==> src/logic/sdram_cmd_consts.svh <==
// Timing counts and field positions of the two-bank DRAM command block.
// Included by the package users; holds definitions only.
`ifndef SDRAM_CMD_CONSTS_SVH
`define SDRAM_CMD_CONSTS_SVH
`define CLK_PERIOD_NS          10
`define ROW_CLOSE_NS           30
`define ROW_TO_COLUMN_DELAY_NS 30
`define BANK_TO_BANK_OPEN_SPACING_NS 20
`define ROW_ACTIVE_MIN_NS      60
`define WRITE_RECOVERY_TIME_CYC 2
`define DATA_IN_TO_IDLE_TIME_CYC 5
`define MODE_LOAD_TO_COMMAND_DELAY_CYC 2
`define CEIL_CYC(ns) (((ns) + `CLK_PERIOD_NS - 1) / `CLK_PERIOD_NS)
`define BANK_SEL_BIT           11
`define AUTOCLOSE_BIT          10
`define BURST_LEN_LSB          0
`define BURST_LEN_FULL_PAGE    3'h7
`define MODE_RESET_VAL         12'h000
`define ADDR_W                 12
`define DATA_W                 16
`endif

==> src/logic/sdram_cmd_pkg.sv <==
// Types shared by both ends of the DRAM command link.
// Assumes the constants header is compiled alongside.
package sdram_cmd_pkg;
	typedef enum logic [3:0] {
		chip_unselected_cmd, no_action_cmd, burst_halt_cmd, read_cmd,
		write_cmd, row_open_cmd, bank_close_cmd, refresh_cmd, config_load_cmd
	} cmd_t;
	typedef enum {
		st_idle, st_row_opening, st_active, st_read, st_write, st_write_autoclose,
		st_write_recovery, st_write_recovery_autoclose, st_row_closing
	} bank_state_t;
	typedef enum {
		gs_normal, gs_refresh, gs_mode_load, gs_power_down, gs_self_retention
	} global_state_t;
endpackage

==> src/logic/sdram_link_if.sv <==
// Command pins between the memory controller and the DRAM.
// Both ends share mclk; no tristate pins here.
`timescale 1ns/10ps
`include "sdram_cmd_consts.svh"
interface sdram_link_if;
	logic                 cke;
	logic                 cs_n;
	logic                 ras_n;
	logic                 cas_n;
	logic                 we_n;
	logic [`ADDR_W-1:0]   addr;
	logic [`DATA_W-1:0]   dq_wr;
	modport ctrl (output cke, cs_n, ras_n, cas_n, we_n, addr, dq_wr);
	modport dram (input cke, cs_n, ras_n, cas_n, we_n, addr, dq_wr);
endinterface

==> src/logic/sdram_cmd_dram.sv <==
// DRAM end: decodes commands and tracks both banks' transient states.
// Assumes the controller keeps the timing and legality it owes.
`timescale 1ns/10ps
`include "sdram_cmd_consts.svh"
// Contract
// Decode command from select and strobes
// Sample every input on rising edge only
// Autoclose write continues, then recovers, closes
// Bank-dependent commands only to other bank
// Row closing: no-ops, idle after close period
// Row opening: active after row-to-column delay
// Other bank open needs bank spacing
// Write recovery: active after time; read/write start
// Recovery autoclose: idle after data-in time
// Refresh: no-ops, idle after close period
// Mode load: idle after load delay
// Mode load stores address bits as opcode
// Refresh ignores address and data pins
// Self-retention ignores all but clock enable
// Global-idle commands need both banks idle
// Row open needs idle bank
// Read/write need active bank
// Burst halt only with full page
// Idle plus enable low enters power-down
// Refresh with enable low enters self-retention
// Close needs row-active minimum time
// Autoclose burst ends in closed state
module sdram_cmd_dram #(
	parameter int BURST_MAX = 256
) (
	// Clock and reset
	input  wire logic                  mclk,
	input  wire logic                  rst,
	// Link from controller
	sdram_link_if.dram                 link,
	// Status
	output logic [1:0]                 bank_active,
	output logic [1:0]                 bank_idle,
	output logic [`ADDR_W-1:0]         mode_word,
	output logic                       powered_down,
	output logic                       self_retention,
	output logic                       illegal_cmd,
	output logic                       wr_word_valid,
	output logic [`DATA_W-1:0]         wr_word
);
	localparam int ROW_CLOSE_CYC = `CEIL_CYC(`ROW_CLOSE_NS);
	localparam int RCD_CYC       = `CEIL_CYC(`ROW_TO_COLUMN_DELAY_NS);
	localparam int CW            = 9;

	typedef struct packed {
		sdram_cmd_pkg::bank_state_t [1:0] st;
		logic [1:0][CW-1:0]               cnt;
		sdram_cmd_pkg::global_state_t     gs;
		logic [CW-1:0]                    gcnt;
		logic [`ADDR_W-1:0]               mode;
		logic [1:0]                       act;
		logic [1:0]                       idl;
		logic                             pd;
		logic                             sr;
		logic                             ill;
		logic                             wv;
		logic [`DATA_W-1:0]               wd;
	} dram_t;
	dram_t s_q, s_d;

	// strobe decode
	function automatic sdram_cmd_pkg::cmd_t decode(input logic cs_n, input logic ras_n,
		input logic cas_n, input logic we_n);
		if (cs_n) begin
			return sdram_cmd_pkg::chip_unselected_cmd;
		end
		case ({ras_n, cas_n, we_n})
			3'h7: return sdram_cmd_pkg::no_action_cmd;
			3'h6: return sdram_cmd_pkg::burst_halt_cmd;
			3'h5: return sdram_cmd_pkg::read_cmd;
			3'h4: return sdram_cmd_pkg::write_cmd;
			3'h3: return sdram_cmd_pkg::row_open_cmd;
			3'h2: return sdram_cmd_pkg::bank_close_cmd;
			3'h1: return sdram_cmd_pkg::refresh_cmd;
			default: return sdram_cmd_pkg::config_load_cmd;
		endcase
	endfunction

	function automatic logic [CW-1:0] burst_len(input logic [`ADDR_W-1:0] m);
		case (m[`BURST_LEN_LSB +: 3])
			3'h0: return CW'(1);
			3'h1: return CW'(2);
			3'h2: return CW'(4);
			3'h3: return CW'(8);
			default: return CW'(BURST_MAX);
		endcase
	endfunction

	sdram_cmd_pkg::cmd_t cmd;
	logic                bsel;
	logic                ac;
	logic                both_idle;
	logic                full_page;

	assign cmd       = decode(link.cs_n, link.ras_n, link.cas_n, link.we_n);
	assign bsel      = link.addr[`BANK_SEL_BIT];
	assign ac        = link.addr[`AUTOCLOSE_BIT];
	assign both_idle = (s_q.st[0] == sdram_cmd_pkg::st_idle) &&
		(s_q.st[1] == sdram_cmd_pkg::st_idle) && (s_q.gs == sdram_cmd_pkg::gs_normal);
	assign full_page = (s_q.mode[`BURST_LEN_LSB +: 3] == `BURST_LEN_FULL_PAGE);

	always_comb begin
		s_d     = s_q;
		s_d.ill = 1'b0;
		s_d.wv  = 1'b0;
		for (int b = 0; b < 2; b++) begin
			if (s_q.cnt[b] != '0) begin
				s_d.cnt[b] = CW'(s_q.cnt[b] - 1'b1);
			end
		end
		if (s_q.gcnt != '0) begin
			s_d.gcnt = CW'(s_q.gcnt - 1'b1);
		end
		// Per-bank timed transitions
		for (int b = 0; b < 2; b++) begin
			if (s_q.cnt[b] == CW'(1) || s_q.cnt[b] == '0) begin
				case (s_q.st[b])
					// close period over
					sdram_cmd_pkg::st_row_closing: s_d.st[b] = sdram_cmd_pkg::st_idle;
					// row-to-column delay over
					sdram_cmd_pkg::st_row_opening: s_d.st[b] = sdram_cmd_pkg::st_active;
					sdram_cmd_pkg::st_read: s_d.st[b] = sdram_cmd_pkg::st_active;
					sdram_cmd_pkg::st_write: begin
						s_d.st[b]  = sdram_cmd_pkg::st_write_recovery;
						s_d.cnt[b] = CW'(`WRITE_RECOVERY_TIME_CYC);
					end
					// burst done, recover then close
					sdram_cmd_pkg::st_write_autoclose: begin
						s_d.st[b]  = sdram_cmd_pkg::st_write_recovery_autoclose;
						s_d.cnt[b] = CW'(`DATA_IN_TO_IDLE_TIME_CYC);
					end
					// recovery time over
					sdram_cmd_pkg::st_write_recovery: s_d.st[b] = sdram_cmd_pkg::st_active;
					// closed without command
					sdram_cmd_pkg::st_write_recovery_autoclose:
						s_d.st[b] = sdram_cmd_pkg::st_idle;
					default: ;
				endcase
			end
		end
		// global interval done
		if ((s_q.gs == sdram_cmd_pkg::gs_refresh || s_q.gs == sdram_cmd_pkg::gs_mode_load)
			&& s_q.gcnt <= CW'(1)) begin
			s_d.gs = sdram_cmd_pkg::gs_normal;
		end
		// only enable is watched while asleep
		if (s_q.gs == sdram_cmd_pkg::gs_power_down || s_q.gs == sdram_cmd_pkg::gs_self_retention) begin
			if (link.cke) begin
				s_d.gs   = (s_q.gs == sdram_cmd_pkg::gs_self_retention) ?
					sdram_cmd_pkg::gs_refresh : sdram_cmd_pkg::gs_normal;
				s_d.gcnt = CW'(ROW_CLOSE_CYC);
			end
		end else if (s_q.gs != sdram_cmd_pkg::gs_normal) begin
			// anything but deselect, no-op or burst halt is illegal
			if (cmd != sdram_cmd_pkg::chip_unselected_cmd && cmd != sdram_cmd_pkg::no_action_cmd
				&& cmd != sdram_cmd_pkg::burst_halt_cmd) begin
				s_d.ill = 1'b1;
			end
		end else if (both_idle && !link.cke && cmd != sdram_cmd_pkg::refresh_cmd) begin
			// power-down entry
			s_d.gs = sdram_cmd_pkg::gs_power_down;
		end else begin
			case (cmd)
				sdram_cmd_pkg::refresh_cmd: begin
					// address and data not used
					if (!both_idle) begin
						s_d.ill = 1'b1;
					end else if (!link.cke) begin
						s_d.gs = sdram_cmd_pkg::gs_self_retention;
					end else begin
						s_d.gs   = sdram_cmd_pkg::gs_refresh;
						s_d.gcnt = CW'(ROW_CLOSE_CYC);
					end
				end
				sdram_cmd_pkg::config_load_cmd: begin
					// opcode capture
					if (!both_idle) begin
						s_d.ill = 1'b1;
					end else begin
						s_d.mode = link.addr;
						s_d.gs   = sdram_cmd_pkg::gs_mode_load;
						s_d.gcnt = CW'(`MODE_LOAD_TO_COMMAND_DELAY_CYC);
					end
				end
				sdram_cmd_pkg::row_open_cmd: begin
					// addressed bank only
					if (s_q.st[bsel] != sdram_cmd_pkg::st_idle) begin
						s_d.ill = 1'b1;
					end else begin
						s_d.st[bsel]  = sdram_cmd_pkg::st_row_opening;
						s_d.cnt[bsel] = CW'(RCD_CYC);
					end
				end
				sdram_cmd_pkg::read_cmd, sdram_cmd_pkg::write_cmd: begin
					// active or recovering row
					if (s_q.st[bsel] == sdram_cmd_pkg::st_active ||
						s_q.st[bsel] == sdram_cmd_pkg::st_read ||
						s_q.st[bsel] == sdram_cmd_pkg::st_write ||
						s_q.st[bsel] == sdram_cmd_pkg::st_write_recovery) begin
						s_d.cnt[bsel] = burst_len(s_q.mode);
						if (cmd == sdram_cmd_pkg::read_cmd) begin
							s_d.st[bsel] = sdram_cmd_pkg::st_read;
						end else begin
							s_d.st[bsel] = ac ? sdram_cmd_pkg::st_write_autoclose :
								sdram_cmd_pkg::st_write;
							s_d.wv = 1'b1;
							s_d.wd = link.dq_wr;
						end
						// read with autoclose closes after burst
						if (cmd == sdram_cmd_pkg::read_cmd && ac) begin
							s_d.st[bsel]  = sdram_cmd_pkg::st_row_closing;
							s_d.cnt[bsel] = CW'(burst_len(s_q.mode) + CW'(ROW_CLOSE_CYC));
						end
					end else begin
						s_d.ill = 1'b1;
					end
				end
				sdram_cmd_pkg::bank_close_cmd: begin
					// close active rows; closing again is a no-op
					for (int b = 0; b < 2; b++) begin
						if ((ac || bsel == 1'(b)) && (s_q.st[b] == sdram_cmd_pkg::st_active ||
							s_q.st[b] == sdram_cmd_pkg::st_read ||
							s_q.st[b] == sdram_cmd_pkg::st_write)) begin
							s_d.st[b]  = sdram_cmd_pkg::st_row_closing;
							s_d.cnt[b] = CW'(ROW_CLOSE_CYC);
						end
					end
				end
				sdram_cmd_pkg::burst_halt_cmd: begin
					// halts only a full-page burst
					for (int b = 0; b < 2; b++) begin
						if (full_page && (s_q.st[b] == sdram_cmd_pkg::st_read ||
							s_q.st[b] == sdram_cmd_pkg::st_write)) begin
							s_d.st[b]  = sdram_cmd_pkg::st_active;
							s_d.cnt[b] = '0;
						end
					end
				end
				default: ;
			endcase
		end
		s_d.pd  = (s_d.gs == sdram_cmd_pkg::gs_power_down);
		s_d.sr  = (s_d.gs == sdram_cmd_pkg::gs_self_retention);
		for (int b = 0; b < 2; b++) begin
			s_d.act[b] = (s_d.st[b] == sdram_cmd_pkg::st_active);
			s_d.idl[b] = (s_d.st[b] == sdram_cmd_pkg::st_idle);
		end
	end

	// all sampling on the rising edge
	always_ff @(posedge mclk or posedge rst) begin
		if (rst) begin
			s_q      <= '0;
			s_q.mode <= `MODE_RESET_VAL;
			s_q.idl  <= 2'h3;
		end else begin
			s_q <= s_d;
		end
	end

	assign bank_active    = s_q.act;
	assign bank_idle      = s_q.idl;
	assign mode_word      = s_q.mode;
	assign powered_down   = s_q.pd;
	assign self_retention = s_q.sr;
	assign illegal_cmd    = s_q.ill;
	assign wr_word_valid  = s_q.wv;
	assign wr_word        = s_q.wd;
endmodule

==> src/flat_wrapper.sv <==
// flat-port wrapper written by rule: the top's interface ports become plain ports
module sdram_cmd_dram_flat 
#(
	parameter int BURST_MAX = 256
)
  (mclk, rst, bank_active, bank_idle, mode_word, powered_down, self_retention, illegal_cmd, wr_word_valid, wr_word, link_cke, link_cs_n, link_ras_n, link_cas_n, link_we_n, link_addr, link_dq_wr);
  sdram_link_if link_i ();
  input  wire logic mclk;
  input  wire logic rst;
  output logic [1:0] bank_active;
  output logic [1:0] bank_idle;
  output logic [`ADDR_W-1:0] mode_word;
  output logic powered_down;
  output logic self_retention;
  output logic illegal_cmd;
  output logic wr_word_valid;
  output logic [`DATA_W-1:0] wr_word;
  input wire logic [$bits(link_i.cke)-1:0] link_cke;
  input wire logic [$bits(link_i.cs_n)-1:0] link_cs_n;
  input wire logic [$bits(link_i.ras_n)-1:0] link_ras_n;
  input wire logic [$bits(link_i.cas_n)-1:0] link_cas_n;
  input wire logic [$bits(link_i.we_n)-1:0] link_we_n;
  input wire logic [$bits(link_i.addr)-1:0] link_addr;
  input wire logic [$bits(link_i.dq_wr)-1:0] link_dq_wr;
  assign link_i.cke = link_cke;
  assign link_i.cs_n = link_cs_n;
  assign link_i.ras_n = link_ras_n;
  assign link_i.cas_n = link_cas_n;
  assign link_i.we_n = link_we_n;
  assign link_i.addr = link_addr;
  assign link_i.dq_wr = link_dq_wr;
  sdram_cmd_dram #(.BURST_MAX(BURST_MAX)) u_core (.mclk(mclk), .rst(rst), .link(link_i), .bank_active(bank_active), .bank_idle(bank_idle), .mode_word(mode_word), .powered_down(powered_down), .self_retention(self_retention), .illegal_cmd(illegal_cmd), .wr_word_valid(wr_word_valid), .wr_word(wr_word));
endmodule
==> config.mk <==
export PLATFORM = sky130hd
export DESIGN_NAME = sdram_cmd_dram_flat
export DESIGN_NICKNAME = d
export VERILOG_FILES = /design/src/logic/sdram_cmd_pkg.sv /design/src/logic/sdram_link_if.sv /design/src/logic/sdram_cmd_dram.sv /design/src/flat_wrapper.sv
export VERILOG_INCLUDE_DIRS = /design/src /design/src/logic
export SDC_FILE = /design/constraint.sdc
export NUM_CORES = 1
export LEC_CHECK = 0
export ABC_AREA = 0
export BUFFER_PORTS_ARGS = -buffer_cell sky130_fd_sc_hd__buf_2
export CAP_MARGIN = 20
export CORE_UTILIZATION = 50
export DETAILED_ROUTE_END_ITERATION = 8
export PLACE_DENSITY = 0.69
export SYNTH_ARGS = -nofsm -noshare
export SYNTH_HDL_FRONTEND = slang
export SYNTH_SLANG_ARGS = --single-unit
==> constraint.sdc <==
create_clock -name mclk -period 6.1 [get_ports mclk]
set_input_delay 0 -clock mclk [delete_from_list [all_inputs] [get_ports mclk]]
set_output_delay 0 -clock mclk [all_outputs]
set_load 0.005 [all_outputs]
==> flow_metrics.py <==
metrics = {
    "outcome": {
        "status": "finished with violations",
        "violations": "DRC",
    },
    "global_routing": {
        "grt_pass1_vias": 5188,
        "top_usage_layer": "met2",
        "grt_use_met2_pct": 32.0,
        "use_met3_pct": 5.03,
        "grt.overflow.total": 0,
        "grt_usage_pct": 20.5,
        "grtUsageMet1_pct": 27.2,
        "grt_antenna_before_repair": 0,
        "grt_pass1_wl_mm": 25.0,
        "grt_max_degree": 83,
    },
    "synthesis": {
        "synthesis.nets": 753,
        "synth_seq_cells": 159,
        "synth-edff-count": 0,
        "yosysSeqAreaShare_pct": 52.7,
        "syn_area_per_cell_um2": 10.7,
        "yosysTopAreaCellShare_pct": 52.0,
        "synth-main-ff-cell": "dfrtp_1",
        "yosysWarnings": 0,
        "synthTopCellsByArea": "dfrtp_1 52%, clkbuf_1 4.5%, mux2_2 3.9%",
        "ys_types": 83,
        "async_flop_share_pct": 100,
        "synth_area_um2": 7550,
        "syn_inst": 707,
        "yosys.area.top_type": "dfrtp_1",
    },
    "clock_tree": {
        "clk_path_buf_depth": 2,
        "clk_latency_ns": 0.43,
        "cts_made_buffers": 17,
        "cts_resized": 0,
        "root_buffer": "clkbuf_16",
        "path_clk_slew_ns": 0.06,
        "clock_sinks": 159,
        "cts_setup_buffers": 0,
        "cts_tree": "done",
        "cts-htree-levels": 4,
    },
    "routing": {
        "vias_per_cell": 5.56,
        "vias": 4984,
        "wl_per_cell_um": 16.5,
        "drt_iter0_markers": 273,
        "ant_nets": 0,
        "drtPass1Iterations": 7,
        "routed_wl_mm": 14.8,
        "drc": 9,
    },
    "cells_and_area": {
        "fin_nets": 745,
        "drive_gt1_share_pct": 22.2,
        "syn2layout_area_growth_pct": 10.8,
        "num_antenna_cells": 0,
        "fin_util_pct": 57.1,
        "final_cells": 896,
    },
    "worst_setup_path": {
        "start_kind": "flip-flop",
        "rrSetupSlack_ns": 2.71,
        "cp_top_family": "simple AND/OR/NAND/NOR gates",
        "worstSetupEndpointType": "flip-flop",
        "reg2reg_to": "u_core.bank_active[1]",
        "crit_arrival_ns": 3.67,
        "crit_start": "u_core.s_q[132]",
        "cp_cell_sequence": "or4_4 > o32ai_2 > nand2_1 > a2111oi_0 > nand2_1 > o22ai_1 > nor4bb_1",
        "worst-path-buf-inv": 0,
        "critPathMaxStageDelay_ns": 0.61,
        "setup.worst_path.end": "u_core.bank_active[1]",
        "regToRegStartpoint": "u_core.s_q[132]",
        "reg2reg_depth": 7,
        "crit_type": "reg2reg",
        "crit_fanout": 18,
        "critPathMostFrequentCell": "nand2_1",
        "slowest_stage": "nand2_1",
        "crit_cells": 7,
        "crit_required_ns": 6.38,
    },
    "pwr": {
        "power_density_nw_per_um2": 408,
        "ir_worst_vdd_mv": 0.237,
        "leakagePower_nw": 4.13,
    },
    "placed_design": {
        "hpwl_mm": 10.3,
        "place_inst": 832,
        "portBuffers": 70,
        "gp_congestion": 0.881,
    },
    "floorplan": {
        "fp.dieArea_um2": 15600,
        "die_y_um": 125,
        "start_util_pct": 51.6,
        "ios": 71,
        "chipWidth_um": 125,
        "coreArea_um2": 14600,
        "num_rows": 44,
    },
    "job": {
        "cap_viol_max_count": 0,
    },
    "min_path": {
        "hold_depth": 4,
        "hold_path_class": "in2reg",
    },
    "sta": {
        "worst-slew-pin-transition_ns": 1.00,
        "period_needed_ns": 3.39,
        "max_freq_ghz": 0.295,
        "fin_setup_tns_ns": 0,
        "rsz0062_at_grt": "no",
        "finalCritPeriodShare_pct": 55.6,
        "maxSlewViolCount": 0,
        "slew_headroom_pct": 32.2,
        "clock_skew_ns": 0.0150,
        "hold_violations": 0,
        "setup_viol": 0,
    },
}
[Yosys cell counts (3+ instances only)]
| cell type | number |
|---|---|
| nand3_1 | 22 |
| o21a_1 | 3 |
| or2_2 | 4 |
| ha_1 | 11 |
| nor3b_1 | 4 |
| nand2b_1 | 6 |
| o22ai_1 | 11 |
| a21oi_1 | 19 |
| nor2_1 | 49 |
| mux2_4 | 6 |
| a22oi_1 | 3 |
| o21ai_0 | 23 |
| mux2i_1 | 7 |
| inv_1 | 17 |
| nand2_1 | 31 |
| a31oi_1 | 4 |
| nor4_1 | 22 |
| nor3_1 | 15 |
| xnor2_1 | 12 |
| nor2b_1 | 7 |
| or3b_2 | 3 |
| nor4b_1 | 3 |
| nand3b_1 | 4 |
| dfrtp_1 | 157 |
| and2_1 | 3 |
| or4_4 | 4 |
| and3_1 | 6 |
| buf_4 | 32 |
| or4_1 | 7 |
| mux2_2 | 26 |
| xor2_1 | 7 |
| and4_1 | 5 |
| clkbuf_1 | 90 |
| nand4_1 | 9 |
| or3_1 | 10 |
| o211ai_1 | 4 |
[worst register-to-register path, delay by kind of cell, from the launching register on]
family             cells  cell delay [ns]
AOI/OAI and AO/OA      3             1.33
DFF                    1             0.40
and+or+nand+nor        4             1.54
[layout by cell type, fill, tap and decap left out, types with 7 or more instances in the layout]
cell type	synthesis	layout
xnor2_1	12	12
o22ai_1	11	11
nand2_1	31	31
nor2b_1	7	7
a21oi_1	19	19
or4_1	7	7
xor2_1	7	7
dlygate4sd3_1	1	30
mux2i_1	7	7
dfrtp_1	157	157
or3_1	10	10
nand4_1	9	9
mux2_2	26	26
inv_1	17	16
o21ai_0	23	23
nor2_1	49	49
buf_2	2	70
nor4_1	22	22
ha_1	11	11
nand3_1	22	22
clkbuf_16	0	17
nor3_1	15	15
[stage by stage]
stage | hold slack, ns | cell area (um^2) | worst slack [ns] | total power [mW]
floorplan | 0.149 | 7550 | 1.81 | 2.13
finish | 0.182 | 8360 | 2.71 | 3.41
CTS | 0.140 | 8330 | 2.64 | 3.43
global route | 0.189 | 8360 | 2.42 | 3.62
global placement | 0.142 | 7440 | 2.76 | 2.29
detailed placement | 0.154 | 7440 | 2.65 | 2.33
[final cells by class]
cell class,instances,area (um^2)
sequential,159,3980
clock inverter,10,139
clock buffer,22,454
timing repair buffer,103,691
inverter,18,72.6
tap,184,230
multi-input combinational,400,2800
fill,1243,6280
[cell families after synthesis]
| logic type | share of synthesized area (%) |
|---|---|
| muxes | 6.00 |
| DFF | 52.7 |
| adders and majority gates | 1.82 |
| and+or+nand+nor | 17.5 |
| buffers and inverters | 10.2 |
| xor gates and xnor gates | 2.20 |
| AOI/OAI and AO/OA | 9.51 |
[flip-flops by register name, indices dropped and copies added, names as in the netlist]
| name | flops |
|---|---|
| u_core.bank_active | 2 |
| u_core.bank_idle | 2 |
| u_core.illegal_cmd | 1 |
| u_core.mode_word | 12 |
| u_core.powered_down | 1 |
| u_core.s_q | 123 |
| u_core.self_retention | 1 |
| u_core.wr_word | 16 |
| u_core.wr_word_valid | 1 |
[per-layer routing]
| layer | vias to the layer above | routed length (um) |
|---|---|---|
| met2 | 151 | 6760 |
| met3 | 31 | 824 |
| li1 | 2397 | - |
| met5 | - | 0 |
| met4 | 0 | 330 |
| met1 | 2405 | 6860 |
[power breakdown]
group	leakage (nW)	internal [mW]	switching, mW
clock network	0.288	0.655	0.412
logic	1.68	0.450	0.523
registers	2.16	1.21	0.157
[what timing repair did]
item | in CTS | in global routing
setup endpoints to repair | 0 | 0
endpoints found under the hold margin | 107 | 0
hold buffers | 30 | 0
[worst min path at each step]
stage | endpoint | startpoint | slack, ns
floorplan | u_core.mode_word[0] | link_addr[0] | 0.15
global placement | u_core.s_q[106] | rst | 0.14
detailed placement | u_core.s_q[105] | rst | 0.15
CTS | u_core.s_q[98] | link_addr[11] | 0.14
global route | u_core.s_q[98] | link_addr[11] | 0.19
finish | u_core.s_q[98] | link_addr[11] | 0.18
Note: power is estimated with default switching activity, not from simulation.
